**src/core/rqc_consts.svh**
```systemverilog
// constant values for the requantizer configuration registers
`ifndef RQC_CONSTS_SVH
`define RQC_CONSTS_SVH

// register addresses on the serial port
`define RQC_CTRL_ADDR 13'h003c
`define RQC_TUNE_ADDR 13'h003e

// reset values
`define RQC_CTRL_RESET 8'h00
`define RQC_TUNE_RESET 8'h1c

// control register fields
`define RQC_EN_BIT 0
`define RQC_MODE_LSB 1
`define RQC_MODE_MSB 3

// bandwidth mode codes
`define RQC_MODE_22 3'h0
`define RQC_MODE_33 3'h1

// highest tuning word per mode: 57 and 34 values from zero
`define RQC_TW_MAX22 6'h38
`define RQC_TW_MAX33 6'h21

// last bit count of the serial instruction and of a data byte
`define RQC_INSTR_LAST 4'hf
`define RQC_BYTE_LAST 4'h7

`endif

```
**src/core/rqc_pkg.sv**
```systemverilog
// types for the requantizer configuration registers
package rqc_pkg;

    typedef enum logic {rqc_instr, rqc_data} rqc_serial_e;

    typedef logic [7:0] rqc_byte_t;

    typedef logic [12:0] rqc_addr_t;

endpackage

```
**src/core/rqc_pin_sync.sv**
```systemverilog
// three-stage synchroniser for one serial port pin
`timescale 1ns/100ps

module rqc_pin_sync
(
    // clock and reset
    input wire logic clock,
    input wire logic resetn,
    // pin and filtered level
    input wire logic pin,
    output logic level
);

    logic meta;
    logic stage2;
    logic stage3;
    logic next_level;

    // a change counts only once the second and third stages agree
    always_comb
    begin
        next_level = level;
        if (stage2 == stage3)
        begin
            next_level = stage3;
        end
    end

    // register the chain
    always_ff @(posedge clock or negedge resetn)
    begin
        if (!resetn)
        begin
            meta <= 1'b0;
            stage2 <= 1'b0;
            stage3 <= 1'b0;
            level <= 1'b0;
        end
        else
        begin
            meta <= pin;
            stage2 <= meta;
            stage3 <= stage2;
            level <= next_level;
        end
    end

endmodule

```
**src/core/rqc_config_regs.sv**
```systemverilog
// requantizer configuration registers behind the three-wire serial port
`timescale 1ns/100ps
`include "rqc_consts.svh"

// Operation
// - a bandwidth mode field of 000 runs the requantizer in its 22 percent bandwidth mode.
// - a bandwidth mode field of 001 runs the requantizer in its 33 percent bandwidth mode.
// - control bit 0 high enables requantizer processing and low bypasses it.
// - the six-bit tuning word in the tuning register sets the band edges.
// - in 22 percent mode the tuning word takes one of 57 values, and the host writes only those.
// - in 33 percent mode the tuning word takes one of 34 values, and the host writes only those.
// - each tuning word step moves the band by half a percent of the sample rate.
module rqc_config_regs
    import rqc_pkg::*;
(
    // clock and reset
    input wire logic clock,
    input wire logic resetn,
    // serial port pins
    input wire logic sclk,
    input wire logic port_select_lown,
    input wire logic sdio_in,
    output logic sdio_out,
    output logic sdio_oe,
    // settings to the requantizer datapath
    output logic requantizer_enable,
    output logic bandwidth_33,
    output logic [5:0] band_tuning
);

    logic [2:0] pins;
    logic [2:0] pins_s;
    logic sclk_s;
    logic select_lown_s;
    logic sdio_s;

    // pin synchronisers for clock, select and data
    assign pins = {sclk, port_select_lown, sdio_in};

    genvar gi;
    generate
        for (gi = 0; gi < 3; gi++)
        begin : g_sync
            rqc_pin_sync u_sync
            (
                .clock(clock),
                .resetn(resetn),
                .pin(pins[gi]),
                .level(pins_s[gi])
            );
        end
    endgenerate

    assign sclk_s = pins_s[2];
    assign select_lown_s = pins_s[1];
    assign sdio_s = pins_s[0];

    logic ctrl_enable;
    logic [2:0] ctrl_mode;
    logic [5:0] tune;
    rqc_serial_e state;
    logic [3:0] bit_cnt;
    logic [15:0] shift_in;
    logic rw;
    rqc_addr_t addr;
    rqc_byte_t rd_shift;
    logic sclk_prev;
    logic wr_strobe;
    rqc_byte_t wr_data;

    logic next_ctrl_enable;
    logic [2:0] next_ctrl_mode;
    logic [5:0] next_tune;
    rqc_serial_e next_state;
    logic [3:0] next_bit_cnt;
    logic [15:0] next_shift_in;
    logic next_rw;
    rqc_addr_t next_addr;
    rqc_byte_t next_rd_shift;
    logic next_sdio_out;
    logic next_sdio_oe;
    logic next_wr_strobe;
    rqc_byte_t next_wr_data;
    logic next_requantizer_enable;
    logic next_bandwidth_33;
    logic [5:0] next_band_tuning;
    logic rise;
    logic fall;
    logic [5:0] tw_max;

    // whole-register reset values, named so that fields can be sliced out of them
    localparam rqc_byte_t ctrl_reset_value = `RQC_CTRL_RESET;
    localparam rqc_byte_t tune_reset_value = `RQC_TUNE_RESET;

    // read-back value of a register, zero in reserved bits and unmapped addresses
    function automatic rqc_byte_t reg_read(input rqc_addr_t a, input logic en,
                                          input logic [2:0] mode, input logic [5:0] tw);
        rqc_byte_t v;
        v = 8'h00;
        if (a == `RQC_CTRL_ADDR)
        begin
            v = {4'h0, mode, en};
        end
        else if (a == `RQC_TUNE_ADDR)
        begin
            v = {2'h0, tw};
        end
        return v;
    endfunction

    assign rise = sclk_s && !sclk_prev;
    assign fall = !sclk_s && sclk_prev;

    // serial framing: 16-bit instruction then data bytes, address incrementing
    always_comb
    begin
        next_state = state;
        next_bit_cnt = bit_cnt;
        next_shift_in = shift_in;
        next_rw = rw;
        next_addr = addr;
        next_rd_shift = rd_shift;
        next_sdio_out = sdio_out;
        next_sdio_oe = sdio_oe;
        next_wr_strobe = 1'b0;
        next_wr_data = wr_data;
        if (select_lown_s)
        begin
            next_state = rqc_instr;
            next_bit_cnt = 4'h0;
            next_sdio_oe = 1'b0;
            next_sdio_out = 1'b0;
        end
        else if (rise)
        begin
            next_shift_in = {shift_in[14:0], sdio_s};
            next_bit_cnt = bit_cnt + 4'h1;
            case (state)
                rqc_instr:
                begin
                    if (bit_cnt == `RQC_INSTR_LAST)
                    begin
                        next_rw = next_shift_in[15];
                        next_addr = next_shift_in[12:0];
                        next_state = rqc_data;
                        next_bit_cnt = 4'h0;
                        next_rd_shift = reg_read(next_shift_in[12:0], ctrl_enable,
                                                 ctrl_mode, tune);
                        next_sdio_oe = next_shift_in[15];
                    end
                end
                rqc_data:
                begin
                    if (bit_cnt == `RQC_BYTE_LAST)
                    begin
                        next_bit_cnt = 4'h0;
                        next_wr_strobe = !rw;
                        next_wr_data = next_shift_in[7:0];
                        next_addr = addr + 13'h0001;
                        next_rd_shift = reg_read(addr + 13'h0001, ctrl_enable,
                                                 ctrl_mode, tune);
                    end
                end
                default:
                begin
                    next_state = rqc_instr;
                end
            endcase
        end
        else if (fall && state == rqc_data && rw)
        begin
            next_sdio_out = rd_shift[7];
            next_rd_shift = {rd_shift[6:0], 1'b0};
        end
    end

    // register writes; wr_strobe follows the byte so addr has already moved on
    always_comb
    begin
        next_ctrl_enable = ctrl_enable;
        next_ctrl_mode = ctrl_mode;
        next_tune = tune;
        if (wr_strobe && (addr - 13'h0001) == `RQC_CTRL_ADDR)
        begin
            next_ctrl_enable = wr_data[`RQC_EN_BIT];
            if (wr_data[`RQC_MODE_MSB:`RQC_MODE_LSB] <= `RQC_MODE_33)
            begin
                next_ctrl_mode = wr_data[`RQC_MODE_MSB:`RQC_MODE_LSB];
            end
        end
        else if (wr_strobe && (addr - 13'h0001) == `RQC_TUNE_ADDR)
        begin
            next_tune = wr_data[5:0];
        end
    end

    // settings handed to the datapath, tuning held inside the mode's valid set
    always_comb
    begin
        next_requantizer_enable = ctrl_enable;
        next_bandwidth_33 = (ctrl_mode == `RQC_MODE_33);
        tw_max = next_bandwidth_33 ? `RQC_TW_MAX33 : `RQC_TW_MAX22;
        next_band_tuning = (tune > tw_max) ? tw_max : tune;
    end

    // state registers
    always_ff @(posedge clock or negedge resetn)
    begin
        if (!resetn)
        begin
            ctrl_enable <= ctrl_reset_value[`RQC_EN_BIT];
            ctrl_mode <= ctrl_reset_value[`RQC_MODE_MSB:`RQC_MODE_LSB];
            tune <= tune_reset_value[5:0];
            state <= rqc_instr;
            bit_cnt <= 4'h0;
            shift_in <= 16'h0000;
            rw <= 1'b0;
            addr <= 13'h0000;
            rd_shift <= 8'h00;
            sclk_prev <= 1'b0;
            sdio_out <= 1'b0;
            sdio_oe <= 1'b0;
            wr_strobe <= 1'b0;
            wr_data <= 8'h00;
            requantizer_enable <= 1'b0;
            bandwidth_33 <= 1'b0;
            band_tuning <= tune_reset_value[5:0];
        end
        else
        begin
            ctrl_enable <= next_ctrl_enable;
            ctrl_mode <= next_ctrl_mode;
            tune <= next_tune;
            state <= next_state;
            bit_cnt <= next_bit_cnt;
            shift_in <= next_shift_in;
            rw <= next_rw;
            addr <= next_addr;
            rd_shift <= next_rd_shift;
            sclk_prev <= sclk_s;
            sdio_out <= next_sdio_out;
            sdio_oe <= next_sdio_oe;
            wr_strobe <= next_wr_strobe;
            wr_data <= next_wr_data;
            requantizer_enable <= next_requantizer_enable;
            bandwidth_33 <= next_bandwidth_33;
            band_tuning <= next_band_tuning;
        end
    end
endmodule

```
**config.mk**
```make
export PLATFORM = sky130hd
export DESIGN_NAME = rqc_config_regs
export DESIGN_NICKNAME = d
export VERILOG_FILES = /design/src/core/rqc_pkg.sv /design/src/core/rqc_pin_sync.sv /design/src/core/rqc_config_regs.sv
export VERILOG_INCLUDE_DIRS = /design/src /design/src/core
export SDC_FILE = /design/constraint.sdc
export NUM_CORES = 1
export LEC_CHECK = 0
export ABC_AREA = 1
export BUFFER_PORTS_ARGS = -buffer_cell sky130_fd_sc_hd__buf_2
export CORE_MARGIN = 2
export CORE_UTILIZATION = 37
export CTS_CLUSTER_DIAMETER = 30
export CTS_CLUSTER_SIZE = 16
export DETAILED_ROUTE_END_ITERATION = 16
export PLACE_DENSITY_LB_ADDON = 0.08
export SYNTH_ARGS = -nofsm -noshare
export SYNTH_HDL_FRONTEND = slang
export SYNTH_SLANG_ARGS = --single-unit
```
**constraint.sdc**
```tcl
create_clock -name clock -period 2.26 [get_ports clock]
set_input_delay 0.226 -clock clock [delete_from_list [all_inputs] [get_ports clock]]
set_output_delay 0.226 -clock clock [all_outputs]
set_load 0.01 [all_outputs]
```
==> flow_summary.json <==
{
  "use_met3_pct": 3.85,
  "synth.top_cell.area_share_pct": 45.9,
  "busiest_layer": "met1",
  "powerDensity_nw_per_um2": 637,
  "vdd_drop_max_uv": 362,
  "drc": 0,
  "final_util_pct": 42.9,
  "cp_data_arrival_time_ps": 2250,
  "grt_max_degree": 55,
  "die_h_um": 110,
  "finalCriticalPeriod_ps": 1990,
  "yosysSeqAreaShare_pct": 49.7,
  "postRouteAntennaNets": 0,
  "r2r_slack_ps": 270,
  "layout-drive-gt1-share_pct": 16.3,
  "crit_slowest_cell": "dfrtp_1",
  "ys.flop_type": "dfrtp_1",
  "startpoint": "addr[0]",
  "setup_viol": 0,
  "worstSetupPathType": "flip-flop to flip-flop",
  "period_share_pct": 88.2,
  "p_leak_nw": 2.20,
  "num_vias": 3261,
  "viasPerCell": 4.85,
  "async_reset_ff_share_pct": 100,
  "tightest_slew_ps": 730,
  "seqPwrFrac_pct": 55.8,
  "io_buffers": 14,
  "dp.final_hpwl_mm": 6.82,
  "yosysUniqueCellTypes": 35,
  "cts.root.buffer_cell": "clkbuf_8",
  "synth.most_common_cell": "nand2_1",
  "clkLatencyLatePin_ps": 350,
  "clk_pin_slew_worst_paths_ps": 80,
  "place.gp.congestion": 0.822,
  "p_sw_uw": 790,
  "cts_max_path_buffers": 2,
  "timing.critical_path.mode_cell": "nand2_1",
  "syn-cell-area_um2": 4140,
  "die_x_um": 110,
  "synthesis.nets": 514,
  "status": "completed",
  "cp-start-kind": "flip-flop",
  "dr.pass1.iters": 5,
  "cp_cell_sequence": "ha_2 > nand2_2 > nor2_2 > nand3_1 > nand2_2 > nand3_4 > nor2_8 > nand3_1 > nand2_1 > inv_1 > nand2_1 > nand2_1 > nand2_1 > nand2_1",
  "avgSynthCellArea_um2": 8.25,
  "cpPeakStageDelay_ps": 420,
  "finalMaxSlewViolations": 0,
  "cp_top_family": "simple AND/OR/NAND/NOR gates",
  "start_util_pct": 38.1,
  "synthTopCellsByCount": "nand2_1, dfrtp_1, inv_1",
  "synth.largest_area_cell": "dfrtp_1",
  "dieArea_um2": 12100,
  "cts_tree": "built",
  "synth_warnings": 0,
  "hold_violations": 0,
  "wl_mm": 9.44,
  "crit_fanout": 9,
  "cts_sinks": 82,
  "drt_iter0_markers": 246,
  "met1_usage_pct": 26.0,
  "syn_to_final_growth_pct": 12.8,
  "core_um2": 10900,
  "use_met2_pct": 25.4,
  "p_int_mw": 2.19,
  "antenna_found_initial": 0,
  "worst-path-stages": 14,
  "grt_overflow_total": 0,
  "grt_pass1_vias": 3209,
  "n_antenna_cell": 0,
  "clock_skew_ps": 6.68,
  "post_cts_buffers": 0,
  "place_inst": 653,
  "switching_share_pct": 26.5,
  "maxCapViolCount": 0,
  "grt.total_usage_pct": 17.7,
  "setup_tns_ps": 0,
  "fin_cells": 673,
  "cp_num_buf_inv": 1,
  "avgRoutedWirePerCell_um": 14.0,
  "rsz0062_at_grt": "no",
  "synth_area_leaders": "dfrtp_1, nand2_1, o21ai_0, inv_1, nand3_1",
  "max-slew-margin-rel_pct": 51.3,
  "ys_seq_elements": 82,
  "fill_cells": 1100,
  "cp.required_ps": 2510,
  "pwr-share-comb_pct": 6.9,
  "r2r-end": "rd_shift[1]",
  "nNetsFinal": 540,
  "cp-end-kind": "flip-flop",
  "endpoint": "rd_shift[1]",
  "fmax_mhz": 502,
  "r2r_start": "addr[0]",
  "clockPowerShare_pct": 37.3,
  "htreeDepth": 3,
  "hold_class": "flip-flop to flip-flop",
  "syn_inst": 502,
  "grt_first_pass_wirelength_mm": 16.2,
  "numCtsBuffers": 9,
  "synth_edf_count": 0,
  "rows": 38,
  "io_pins": 15,
  "fin_total_pwr_mw": 2.98,
  "rr_worst_depth": 14
}
[cell usage in the layout (no fill, tap or decap), types with 3 or more instances in the layout]
cell type / synthesis / layout
nor2_2: 4 / 4
nor2_4: 5 / 5
ha_1: 7 / 6
nor3_1: 3 / 3
nand3_1: 39 / 39
dlygate4sd3_1: 0 / 4
o21ai_2: 8 / 8
o21ai_0: 48 / 48
inv_1: 56 / 56
nand2_2: 10 / 10
inv_2: 6 / 6
dfstp_2: 6 / 6
buf_2: 2 / 13
o211ai_1: 11 / 11
nor2_1: 34 / 34
nand2_1: 127 / 127
o21ai_1: 3 / 3
nor4_1: 3 / 3
dfrtp_1: 76 / 76
buf_4: 1 / 11
a21oi_1: 11 / 11
maj3_1: 3 / 3
clkbuf_8: 0 / 11
xor2_1: 4 / 4
and3_1: 3 / 3
nand4_1: 8 / 8
[worst min path at each step]
stage | start | endpoint | slack (ps) | cells after the start
after CTS | g_sync[2].u_sync.meta | g_sync[2].u_sync.stage2 | 360 | 0
final | g_sync[2].u_sync.meta | g_sync[2].u_sync.stage2 | 360 | 0
after detailed placement | resetn | addr[7] | 340 | 1
after floorplan | resetn | addr[0] | -70 | 0
after global routing | g_sync[2].u_sync.meta | g_sync[2].u_sync.stage2 | 370 | 0
after global placement | resetn | addr[7] | 340 | 1
[through the flow]
| stage | setup slack (ps) | area (um^2) | hold slack [ps] |
|---|---|---|---|
| 2_1_floorplan | 432 | 4140 | -69.6 |
| 3_3_place_gp | 203 | 4430 | 338 |
| 3_5_place_dp | 174 | 4430 | 335 |
| 4_1_cts | 159 | 4670 | 364 |
| 5_1_grt | 3.14 | 4680 | 375 |
| 6_report | 266 | 4680 | 360 |
[power by group through the flow]
stage	combinational, mW	sequential [mW]	clock (mW)
floorplan	0.128	1.64	0
global placement	0.197	1.69	0
detailed placement	0.203	1.69	0
CTS	0.209	1.66	1.15
global route	0.242	1.67	1.20
finish	0.206	1.66	1.11
[area by class of cell]
cell class              instances  area [um^2]  share of cell area, %
flip-flops and latches         82         2060                   44.0
multi-input cells             344         1800                   38.4
inverters                      62          233                   4.98
repair buffers                 29          208                   4.44
well taps                     140          175                   3.75
clock buffers                  12          155                   3.32
clock inverters                 4         50.0                   1.07
[cells by family after synthesis]
| family | after synthesis | synth area share (%) |
|---|---|---|
| buffers and inverters | 76 | 7.04 |
| adders and majority gates | 10 | 2.84 |
| xor gates and xnor gates | 5 | 1.06 |
| DFF | 82 | 49.7 |
| AOI/OAI and AO/OA | 85 | 11.8 |
| and+or+nand+nor | 244 | 27.6 |
[repair_timing]
item                                   in CTS  in global routing
endpoints found under the hold margin      50                  0
gates resized for setup                     0                  1
setup endpoints to repair                   0                  6
hold buffers                                4                  0
[sequential cells by signal (all words and copies together), names as in the netlist, 4 cells and up]
name / flops
bit_cnt: 4
band_tuning: 6
wr_data: 6
tune: 6
addr: 13
rd_shift: 8
shift_in: 15
[routing by layer]
layer  routed length [um]  up-vias
li1                     -     1673
met1                 4810     1506
met2                 4050       71
met3                  433       11
met4                  148        0
met5                    0        -
Note: power is estimated with default switching activity, not from simulation.
